File: src/shared/app_state_defs.vh
// Summary of operation
// - free run cycles from local timer
// - free run period optionally programmable
// - buffer event mode starts cycle on event
// - align to output event, input-only uses input
// - frame period written, checked against supported range
// - distributed clock mode starts on sync pulse
// - sync pulses from reference time plus delay
// - pre-op: object mailbox on, process data off
// - safe-op: transmit process data enabled
// - operational: receive process data also enabled
// - bootstrap: file transfer downloads accepted
// - upward changes step by step only
// - downward changes may skip states
// - bootstrap only from and to init
// - failed change stops, error reported
// - mailbox uses device addressing, both ways
// - process data logically addressed via map units
// - objects 0x1C00 to 0x1C4F are comm objects
// - object requests answered with confirmation in pre-op, safe-op and operational only
// - process data unacknowledged, one to eight bytes
`ifndef APP_STATE_DEFS_VH
`define APP_STATE_DEFS_VH
// ==============================
// register offsets
`define OFS_CTRL         8'h00
`define OFS_STATUS       8'h04
`define OFS_ERROR        8'h08
`define OFS_FREE_PERIOD  8'h0C
`define OFS_FRAME_PERIOD 8'h10
`define OFS_PROP_DELAY   8'h14
`define OFS_SYNC_CYCLE   8'h18
`define OFS_SYNC_SHIFT   8'h1C
`define OFS_CYCLE_COUNT  8'h20
`define OFS_OBJ_INDEX    8'h24
// ==============================
// fields
`define CTRL_MODE_LO     0
`define CTRL_MODE_HI     1
`define CTRL_IN_ONLY     2
`define CTRL_SYNC_EN     3
`define ERROR_ACK        0
// ==============================
// reset values
`define RST_FREE_PERIOD  32'h0000C350
`define RST_SYNC_CYCLE   32'h000F4240
// ==============================
// application states
`define ST_INIT          4'h1
`define ST_PREOP         4'h2
`define ST_BOOT          4'h3
`define ST_SAFEOP        4'h4
`define ST_OP            4'h8
// ==============================
// synchronisation modes
`define MODE_FREE        2'h0
`define MODE_BUF         2'h1
`define MODE_DC          2'h2
// ==============================
// object and process data limits
`define COMM_OBJ_LO      16'h1C00
`define COMM_OBJ_HI      16'h1C4F
`define PDO_LEN_MIN      4'h1
`define PDO_LEN_MAX      4'h8
`endif

File: src/logic/slave_app_state_machine.v
`timescale 1ns/1ps
`include "app_state_defs.vh"
module slave_app_state_machine #(
	parameter MAILBOX_SUPPORTED = 1,
	parameter FREE_PERIOD_PROG  = 1,
	parameter FRAME_PERIOD_MIN  = 32'h000000C8,
	parameter FRAME_PERIOD_MAX  = 32'h00989680
) (
	input  wire        hclk,
	input  wire        hresetn,
	input  wire        hsel,
	input  wire [31:0] haddr,
	input  wire [1:0]  htrans,
	input  wire        hwrite,
	input  wire [2:0]  hsize,
	input  wire [31:0] hwdata,
	input  wire        hready,
	output wire        hreadyout,
	output wire        hresp,
	output reg  [31:0] hrdata,
	input  wire        state_req_valid,
	input  wire [3:0]  state_req,
	input  wire        error_ack,
	input  wire        frame_period_wr,
	input  wire [31:0] frame_period_in,
	input  wire        buf_out_evt,
	input  wire        buf_in_evt,
	input  wire [31:0] ref_time,
	input  wire        mbx_valid,
	input  wire        mbx_device_addr,
	input  wire        mbx_write,
	input  wire        mbx_foe,
	input  wire        pdo_valid,
	input  wire        pdo_logical_addr,
	input  wire        pdo_rx,
	input  wire [3:0]  pdo_len,
	output reg  [3:0]  app_state,
	output reg         app_error,
	output reg         mbx_cfg_en,
	output reg         sdo_en,
	output reg         tx_pdo_en,
	output reg         rx_pdo_en,
	output reg         foe_en,
	output reg         cycle_start,
	output reg         sync_pulse_a,
	output reg         sync_pulse_b,
	output reg         mbx_accept,
	output reg         sdo_confirm,
	output reg         sdo_upload,
	output reg         foe_accept,
	output reg         pdo_apply,
	output reg         pdo_send
);
	// ==============================
	// helpers
	function time_reached;
		input [31:0] now;
		input [31:0] target;
		reg   [31:0] diff;
		begin
			diff = now - target;
			time_reached = ~diff[31];
		end
	endfunction

	function change_legal;
		input [3:0] cur;
		input [3:0] req;
		begin
			change_legal = 1'b0;
			if (req == cur)
				change_legal = 1'b1;
			else if (cur == `ST_BOOT)
				change_legal = (req == `ST_INIT);
			else if (req == `ST_BOOT)
				change_legal = (cur == `ST_INIT);
			else if (req == `ST_INIT)
				change_legal = 1'b1;
			else if (req == `ST_PREOP)
				change_legal = (cur != `ST_INIT) ||
					1'b1;
			else if (req == `ST_SAFEOP)
				change_legal = (cur == `ST_PREOP) ||
					(cur == `ST_OP);
			else if (req == `ST_OP)
				change_legal = (cur == `ST_SAFEOP);
		end
	endfunction

	function state_known;
		input [3:0] s;
		begin
			state_known = (s == `ST_INIT) || (s == `ST_PREOP) ||
				(s == `ST_BOOT) || (s == `ST_SAFEOP) ||
				(s == `ST_OP);
		end
	endfunction

	// ==============================
	// bus slave
	reg        wr_pend;
	reg  [7:0] wr_addr;
	reg  [3:0] ctrl;
	reg  [3:0] err_req;
	reg [31:0] free_period;
	reg [31:0] frame_period;
	reg [31:0] prop_delay;
	reg [31:0] sync_cycle;
	reg [31:0] sync_shift;
	reg [31:0] cycle_count;
	reg [15:0] obj_index;
	reg [31:0] next_rdata;
	wire       addr_phase;
	wire       wr_strobe;
	wire       period_ok;
	wire       obj_is_comm;
	wire [1:0] sync_mode;

	assign hreadyout  = 1'b1;
	assign hresp      = 1'b0;
	assign addr_phase = hsel & hready & htrans[1];
	assign wr_strobe  = wr_pend;
	assign sync_mode  = ctrl[`CTRL_MODE_HI:`CTRL_MODE_LO];
	assign period_ok  = (frame_period >= FRAME_PERIOD_MIN) &&
		(frame_period <= FRAME_PERIOD_MAX);
	assign obj_is_comm = (obj_index >= `COMM_OBJ_LO) &&
		(obj_index <= `COMM_OBJ_HI);

	always @* begin
		next_rdata = 32'h00000000;
		case (haddr[7:0])
		`OFS_CTRL:         next_rdata = {28'h0000000, ctrl};
		`OFS_STATUS:       next_rdata = {21'h000000, obj_is_comm,
			period_ok, foe_en, rx_pdo_en, tx_pdo_en, sdo_en,
			app_error, app_state};
		`OFS_ERROR:        next_rdata = {28'h0000000, err_req};
		`OFS_FREE_PERIOD:  next_rdata = free_period;
		`OFS_FRAME_PERIOD: next_rdata = frame_period;
		`OFS_PROP_DELAY:   next_rdata = prop_delay;
		`OFS_SYNC_CYCLE:   next_rdata = sync_cycle;
		`OFS_SYNC_SHIFT:   next_rdata = sync_shift;
		`OFS_CYCLE_COUNT:  next_rdata = cycle_count;
		`OFS_OBJ_INDEX:    next_rdata = {16'h0000, obj_index};
		default:           next_rdata = 32'h00000000;
		endcase
	end

	always @(posedge hclk or negedge hresetn) begin
		if (!hresetn) begin
			wr_pend <= 1'b0;
			wr_addr <= 8'h00;
			hrdata  <= 32'h00000000;
		end else begin
			wr_pend <= addr_phase & hwrite;
			if (addr_phase)
				wr_addr <= haddr[7:0];
			if (addr_phase & ~hwrite)
				hrdata <= next_rdata;
		end
	end

	wire sw_err_ack;
	assign sw_err_ack = wr_strobe && (wr_addr == `OFS_ERROR) &&
		hwdata[`ERROR_ACK];

	always @(posedge hclk or negedge hresetn) begin
		if (!hresetn) begin
			ctrl        <= 4'h0;
			free_period <= `RST_FREE_PERIOD;
			prop_delay  <= 32'h00000000;
			sync_cycle  <= `RST_SYNC_CYCLE;
			sync_shift  <= 32'h00000000;
			obj_index   <= 16'h0000;
		end else if (wr_strobe) begin
			case (wr_addr)
			`OFS_CTRL:        ctrl <= hwdata[3:0];
			`OFS_FREE_PERIOD:
				if (FREE_PERIOD_PROG != 0)
					free_period <= hwdata;
			`OFS_PROP_DELAY:  prop_delay <= hwdata;
			`OFS_SYNC_CYCLE:  sync_cycle <= hwdata;
			`OFS_SYNC_SHIFT:  sync_shift <= hwdata;
			`OFS_OBJ_INDEX:   obj_index <= hwdata[15:0];
			default:          obj_index <= obj_index;
			endcase
		end
	end

	// master writes the frame period through the link
	always @(posedge hclk or negedge hresetn) begin
		if (!hresetn)
			frame_period <= 32'h00000000;
		else if (frame_period_wr)
			frame_period <= frame_period_in;
	end

	// ==============================
	// application state machine
	reg        legal;
	always @* begin
		legal = state_known(state_req) &&
			change_legal(app_state, state_req);
	end

	always @(posedge hclk or negedge hresetn) begin
		if (!hresetn) begin
			app_state <= `ST_INIT;
			app_error <= 1'b0;
			err_req   <= 4'h0;
		end else begin
			if (state_req_valid && legal && !app_error)
				app_state <= state_req;
			if (state_req_valid && !legal) begin
				app_error <= 1'b1;
				err_req   <= state_req;
			end else if (error_ack || sw_err_ack)
				app_error <= 1'b0;
			if (state_req_valid && legal && app_error &&
				(state_req == `ST_INIT))
				app_state <= `ST_INIT;
		end
	end

	// state dependent services
	always @(posedge hclk or negedge hresetn) begin
		if (!hresetn) begin
			mbx_cfg_en <= 1'b0;
			sdo_en     <= 1'b0;
			tx_pdo_en  <= 1'b0;
			rx_pdo_en  <= 1'b0;
			foe_en     <= 1'b0;
		end else begin
			mbx_cfg_en <= (MAILBOX_SUPPORTED != 0) &&
				(app_state == `ST_INIT);
			sdo_en     <= (MAILBOX_SUPPORTED != 0) &&
				((app_state == `ST_PREOP) ||
				(app_state == `ST_SAFEOP) ||
				(app_state == `ST_OP));
			tx_pdo_en  <= (app_state == `ST_SAFEOP) ||
				(app_state == `ST_OP);
			rx_pdo_en  <= (app_state == `ST_OP);
			foe_en     <= (app_state == `ST_BOOT);
		end
	end

	// ==============================
	// mailbox and process data gating
	always @(posedge hclk or negedge hresetn) begin
		if (!hresetn) begin
			mbx_accept  <= 1'b0;
			sdo_confirm <= 1'b0;
			sdo_upload  <= 1'b0;
			foe_accept  <= 1'b0;
			pdo_apply   <= 1'b0;
			pdo_send    <= 1'b0;
		end else begin
			mbx_accept  <= mbx_valid && mbx_device_addr &&
				(sdo_en || foe_en);
			sdo_confirm <= mbx_valid && mbx_device_addr &&
				!mbx_foe && sdo_en;
			if (mbx_valid && mbx_device_addr && !mbx_foe && sdo_en)
				sdo_upload <= !mbx_write;
			foe_accept  <= mbx_valid && mbx_device_addr && mbx_foe &&
				mbx_write && foe_en;
			pdo_apply   <= pdo_valid && pdo_logical_addr && pdo_rx &&
				rx_pdo_en && (pdo_len >= `PDO_LEN_MIN) &&
				(pdo_len <= `PDO_LEN_MAX);
			pdo_send    <= pdo_valid && pdo_logical_addr && !pdo_rx &&
				tx_pdo_en && (pdo_len >= `PDO_LEN_MIN) &&
				(pdo_len <= `PDO_LEN_MAX);
		end
	end

	// ==============================
	// distributed clock sync pulses
	reg  [31:0] next_a;
	reg  [31:0] next_b;
	wire [31:0] corr_time;
	wire        sync_en;
	assign corr_time = ref_time + prop_delay;
	assign sync_en   = ctrl[`CTRL_SYNC_EN];

	always @(posedge hclk or negedge hresetn) begin
		if (!hresetn) begin
			next_a       <= 32'h00000000;
			next_b       <= 32'h00000000;
			sync_pulse_a <= 1'b0;
			sync_pulse_b <= 1'b0;
		end else if (!sync_en) begin
			next_a       <= corr_time + sync_cycle;
			next_b       <= corr_time + sync_cycle + sync_shift;
			sync_pulse_a <= 1'b0;
			sync_pulse_b <= 1'b0;
		end else begin
			sync_pulse_a <= time_reached(corr_time, next_a);
			sync_pulse_b <= time_reached(corr_time, next_b);
			if (time_reached(corr_time, next_a))
				next_a <= next_a + sync_cycle;
			if (time_reached(corr_time, next_b))
				next_b <= next_b + sync_cycle;
		end
	end

	// ==============================
	// local cycle generation
	reg  [31:0] free_cnt;
	reg         next_cycle;
	wire        free_tick;
	assign free_tick = (free_cnt >= free_period - 32'h00000001);

	always @(posedge hclk or negedge hresetn) begin
		if (!hresetn)
			free_cnt <= 32'h00000000;
		else if (sync_mode != `MODE_FREE || free_tick)
			free_cnt <= 32'h00000000;
		else
			free_cnt <= free_cnt + 32'h00000001;
	end

	always @* begin
		case (sync_mode)
		`MODE_FREE: next_cycle = free_tick;
		`MODE_BUF:  next_cycle = ctrl[`CTRL_IN_ONLY] ?
			buf_in_evt : buf_out_evt;
		`MODE_DC:   next_cycle = sync_pulse_a;
		default:    next_cycle = 1'b0;
		endcase
	end

	always @(posedge hclk or negedge hresetn) begin
		if (!hresetn) begin
			cycle_start <= 1'b0;
			cycle_count <= 32'h00000000;
		end else begin
			cycle_start <= next_cycle;
			if (next_cycle)
				cycle_count <= cycle_count + 32'h00000001;
		end
	end

endmodule // slave_app_state_machine

File: config.mk
export PLATFORM = sky130hd
export DESIGN_NAME = slave_app_state_machine
export DESIGN_NICKNAME = d
export VERILOG_FILES = /design/src/logic/slave_app_state_machine.v
export VERILOG_INCLUDE_DIRS = /design/src /design/src/shared
export SDC_FILE = /design/constraint.sdc
export NUM_CORES = 1
export LEC_CHECK = 0
export BUFFER_PORTS_ARGS = -buffer_cell sky130_fd_sc_hd__buf_2
export CAP_MARGIN = 20
export CORE_ASPECT_RATIO = 1.1
export CORE_MARGIN = 4
export CORE_UTILIZATION = 44
export CTS_CLUSTER_SIZE = 24
export DETAILED_ROUTE_END_ITERATION = 16
export GPL_TIMING_DRIVEN = 0
export SLEW_MARGIN = 40
export SYNTH_ARGS = -nofsm -noshare
export SYNTH_HDL_FRONTEND = slang
export SYNTH_SLANG_ARGS = --single-unit
File: constraint.sdc
create_clock -name hclk -period 6.05 [get_ports hclk]
set_clock_uncertainty 0.1 [all_clocks]
set_input_delay 1.21 -clock hclk [delete_from_list [all_inputs] [get_ports hclk]]
set_output_delay 1.21 -clock hclk [all_outputs]
set_load 0.03 [all_outputs]
# [Word level (Yosys, flattened, before mapping)]
# Cells that the tools add are included.
[totals] word_cells=160 out_inout_bits=53 ff_bits=372 inputBits=158
[classes] addsub=10 n_lt_le_gt_ge=7 muxes=21 n_reduce_logical=54 bitwise=7 eq_ne=30
[op_table] op="32-bit case mux with 10 select lines" n=1
[op_table] op="32-bit adder" n=5
[op_table] op="32-bit two-way mux" n=5
[op_table] op="32-bit by 1-bit adder with 32-bit output, second input constant" n=2
[op_table] op="32-bit subtractor" n=2
[op_table] op="8-bit by 5-bit equality test with 1-bit output, second input constant" n=7
[op_table] op="8-bit by 4-bit equality test with 1-bit output, second input constant" n=4
[op_table] op="32-bit greater-or-equal comparator" n=1
[op_table] op="32-bit by 8-bit greater-or-equal comparator with 1-bit output, second input constant" n=1
[op_table] op="32-bit by 24-bit <= comparator with 1-bit output, second input constant" n=1
[op_table] op="32-bit by 1-bit subtractor with 32-bit output, second input constant" n=1
[op_table] op="1-bit logical AND" n=26
[op_table] op="8-bit by 6-bit equality test with 1-bit output, second input constant" n=3
[op_table] op="4-bit by 2-bit equality test with 1-bit output, second input constant" n=4
[op_table] op="16-bit by 13-bit greater-or-equal comparator with 1-bit output, second input constant" n=1
[op_table] op="16-bit by 13-bit <= comparator with 1-bit output, second input constant" n=1
[op_table] op="8-bit logical NOT" n=2
[op_table] op="1-bit two-way mux" n=12
[op_table] op="2-bit AND reduction" n=6
[op_table] op="1-bit logical OR" n=11
[op_table] op="4-bit by 1-bit equality test with 1-bit output, second input constant" n=2
[op_table] op="4-bit by 3-bit equality test with 1-bit output, second input constant" n=2
[op_table] op="4-bit equality test, second input constant" n=2
[op_table] op="8-bit by 3-bit equality test with 1-bit output, second input constant" n=1
[op_table] op="13 further kinds" n=26

# [Logic depth before layout (Yosys ltp)]
[depth] word_depth=13 depth_mapped=32 mapped_depth_nobuf=32

# [Worst setup path after synthesis]
# Ideal clock, no wire load.
[synth_path] path_kind="input port to flip-flop" startpoint="in ref_time[0]" endpoint="reg next_b[31]" setup_time_ns=0.137 path_slack_ns=-0.986 stages=31 n_path_buf=0 t_arrival_ns=6.799 cell_sequence="ha_1 -> fa_1 -> a21o_1 -> a21oi_1 -> o21bai_1 -> a21oi_1 -> o21bai_1 -> a21oi_1 -> xnor2_1 -> ha_1 -> nand2_1 -> nor2_1 -> a211oi_1 -> nand2_1 -> a21o_1 -> a21o_1 -> a21o_1 -> a21oi_1 -> xnor2_1 -> ha_1 -> a21o_1 -> a21o_1 -> a21oi_1 -> o21ai_0 -> a31o_2 -> a41o_1 -> o41ai_2 -> nand4b_1 -> o311ai_1 -> xor2_1 -> mux2i_1"
[synth_between] elab_chain_len=4
[synth_rtl] item="start, declared" line="slave_app_state_machine.v:28" text="input wire [31:0] ref_time,"
[synth_rtl] item="32-bit adder (*)" line="slave_app_state_machine.v:280" text="assign corr_time = ref_time + prop_delay;"
[synth_rtl] item="32-bit adder (2 in a row)" line="slave_app_state_machine.v:291" text="next_b <= corr_time + sync_cycle + sync_shift;"
[synth_rtl] item="32-bit two-way mux" line="slave_app_state_machine.v:289" text="end else if (!sync_en) begin"
[synth_rtl] item="end signal, assigned" line="slave_app_state_machine.v:291"
[synth_rtl] item="end signal, assigned" line="slave_app_state_machine.v:300" text="next_b <= next_b + sync_cycle;"
[synth_rtl] item="end, declared" line="slave_app_state_machine.v:277" text="reg [31:0] next_b;"
# Mark *: on every way between the ends. The rest lies on a longest branch, timed or not.
# A chain may end at the register's enable or synchronous reset.

# [Worst setup path after layout]
# Same ends and word-level chain as after synthesis.

==> flow_metrics.tcl <==
set metrics [dict create \
    synth-edff-count 0 \
    cp_data_arrival_time_ns 6.94 \
    portBuffers 177 \
    final_common_cell "dfrtp_1" \
    synthAdderAreaFrac 0.1218 \
    place_ws_ns -1.632 \
    io_pins 211 \
    hp-class "in2async" \
    ant_nets 0 \
    timing.final.ws_setup_ns -0.5337 \
    vias 23830 \
    synth_xor_area_frac 0.07629 \
    seq_area_sq_mm 0.009326 \
    synth_fp_nets 3237 \
    gr-usage-met3 0.06923 \
    ys_seq_area_frac 0.3491 \
    core_sq_mm 0.05998 \
    via_per_inst 6.089 \
    max_freq_mhz 151.9 \
    worstSetupPathType "in2reg" \
    cp.required_ns 6.41 \
    finish.net_count 3522 \
    yosys.area_share.simple 0.1371 \
    syn_area_sq_mm 0.02672 \
    start_util 0.4454 \
    hold_violations 0 \
    cts_tree "yes" \
    clk_latency_ns 0.60 \
    violations "setup timing" \
    drcViolationCount 0 \
    multiInputGateArea_sq_mm 0.01773 \
    rsz0062_at_grt "true" \
    total_power_uw 12310 \
    dpl.hpwl_um 73870 \
    area_growth_pct 19.63 \
    die_area_sq_mm 0.06473 \
    ys_warn_count 0 \
    gp_congestion 0.9875 \
    worstPathMaxFanout 5 \
    p_leak_uw 0.01475 \
    rows 94 \
    fin_area_sq_mm 0.03196 \
    numCtsBuffers 44 \
    finalSetupViolCount 15 \
    synth-async-reset-ratio 1.000 \
    min_period_ns 6.584 \
    grt_util_met2 0.4608 \
    grt_pass1_wl_um 141700 \
    path_clk_slew_ns 0.06 \
    outcome "finished with violations" \
    worst_path_largest_cell_delay_ns 0.41 \
    drt_pass1_iterations 9 \
    crit_path_end_kind "flip-flop" \
    grt_use_met1 0.3694 \
    synth_ff_type "dfrtp_1" \
    grt-busiest-layer "met2" \
    drive_above_1_share 0.2328 \
    wl_per_cell_um 24.05 \
    synth_top_family_by_area "compound AO/OA/AOI/OAI gates" \
    path_delay_family "compound AO/OA/AOI/OAI gates" \
    fin_util 0.5329 \
    drt_iter0_markers 2295 \
    synth_cells 2822 \
    root_buffer "clkbuf_16" \
    grtUsageTotal 0.2833 \
    grt_pass1_vias 23540 \
    cts_max_level 2 \
    slew_violations 0 \
    power.density_mw_per_mm2 385.1 \
    ys_ff_latch 372 \
    min_period_over_period 1.088 \
    maxCapViolations 0 \
    clock-sinks 372 \
    start_kind "input port" \
    slew_headroom 0.2906 \
    syn_avg_cell_area_sq_um 9.468 \
    crit_slowest_cell "o41ai_4" \
    final_cell_mix "dfrtp_1 (358), ha_1 (229), nor2_1 (223), mux2_2 (207), nand2_1 (188)" \
    overflow 0 \
    hold_buffers 0 \
    synth_compound_area_frac 0.1922 \
    finalSetupTns_ns -2.325 \
    fillers 5481 \
    critPathBufInv 1 \
    grt_start_max_net_pins 74 \
    peakVddDrop_mv 0.1965 \
    die_w_um 243.0 \
    cts_buffer_depth 3 \
    dpl-instance-area_sq_mm 0.02889 \
    worstMarginPinSlew_ns 1.064 \
    die_h_um 266.4 \
    netlist-cell-type-count 88 \
    muxShareOfSynthArea 0.09179 \
    antenna_found_initial 10 \
    routed_wl_um 94100 \
]
worst register-to-register path: cells and delay by family, from the launching register on:
kind                     cells  cell delay, ns
flip-flops                   1            0.44
AND/OR/NAND/NOR              1            0.17
adder cells (fa/ha/maj)      4            1.09
AO/OA/AOI/OAI               21            3.83
XOR/XNOR                     3            0.50
multiplexers                 1            0.08
worst paths after layout:
path / to / depth (start not counted) / slack, ns / start
setup / recovery: next_b[31] / 31 / -0.53 / ref_time[0]
hold / removal: frame_period[25] / 1 / 0.38 / hresetn
setup reg to reg: next_b[31] / 30 / -0.31 / prop_delay[0]
hold reg to reg: cycle_count[31] / 1 / 0.38 / cycle_count[31]
max in group asynchronous: next_b[2] / 5 / 3.87 / hresetn
min in group hclk: cycle_count[31] / 1 / 0.38 / cycle_count[31]
cell type report:
type | instances | area share
multi-input combinational | 2232 | 0.5547
buffer | 96 | 0.01307
sequential | 372 | 0.2918
clock inverter | 22 | 0.008534
antenna | 5 | 0.0003915
clock buffer | 57 | 0.03848
timing repair buffer | 242 | 0.04889
inverter | 119 | 0.01405
tap | 768 | 0.03006
flip-flops by register name, indices dropped and copies added (netlist names), 16 cells and up:
| signal | cells |
|---|---|
| next_a | 32 |
| free_cnt | 32 |
| free_period | 32 |
| sync_shift | 32 |
| obj_index | 16 |
| frame_period | 32 |
| cycle_count | 32 |
| sync_cycle | 32 |
| hrdata | 32 |
| next_b | 32 |
| prop_delay | 32 |
kinds of logic (layout without fill, tap and decap cells):
| group | after synthesis | count (layout) |
|---|---|---|
| and+or+nand+nor | 762 | 762 |
| other | 2 | 7 |
| DFF | 372 | 372 |
| adders and majority gates | 257 | 257 |
| muxes | 219 | 219 |
| xor gates and xnor gates | 229 | 229 |
| AOI/OAI and AO/OA | 763 | 763 |
| buffers and inverters | 218 | 536 |
power by group:
part | internal (uW) | total, uW | switching [uW]
logic | 2650 | 6210 | 3570
clock network | 1620 | 2810 | 1190
registers | 2900 | 3280 | 381
stage by stage:
step,hold slack [ns],cells
6_report,0.3759,3913
5_1_grt,0.3777,3908
4_1_cts,0.3612,3888
3_5_place_dp,0.3664,3776
3_3_place_gp,0.3574,3767
2_1_floorplan,0.3406,2822
routing by layer:
layer / share of wire / up-vias
li1: - / 11010
met1: 0.42 / 11720
met2: 0.46 / 893
met3: 0.082 / 197
met4: 0.041 / 8
met5: 0.00051 / -
synth_stat cells, drive strengths merged, types with 9 or more instances:
library cell / instances / share of area
a21o: 110 / 0.031
o21ai: 113 / 0.021
clkbuf: 79 / 0.011
o31ai: 9 / 0.0025
nand3: 66 / 0.013
and4: 10 / 0.0033
mux2: 208 / 0.088
o211ai: 26 / 0.0073
xnor2: 136 / 0.045
inv: 118 / 0.017
nand4: 39 / 0.0091
buf: 20 / 0.0037
mux2i: 11 / 0.0041
o21a: 26 / 0.0073
nor4: 26 / 0.0063
nor3: 54 / 0.010
a221oi: 21 / 0.0069
and3: 28 / 0.0066
dfstp: 14 / 0.014
a222oi: 29 / 0.011
o21bai: 25 / 0.0070
and2: 17 / 0.0041
dfrtp: 358 / 0.34
a22oi: 18 / 0.0051
a31oi: 40 / 0.0094
a211oi: 38 / 0.011
nand2: 191 / 0.027
nor2: 233 / 0.033
nand2b: 27 / 0.0063
nor2b: 18 / 0.0042
ha: 252 / 0.12
or3: 16 / 0.0037
xor2: 92 / 0.030
a21oi: 206 / 0.039
a22o: 36 / 0.012
what timing repair did:
action | CTS | global route
gates resized for setup | 108 | 107
pin swaps | 41 | 51
setup buffers | 33 | 23
gates cloned | 1 | 1
setup endpoints to repair | 62 | 74
Power figures use the tool's default switching activity.
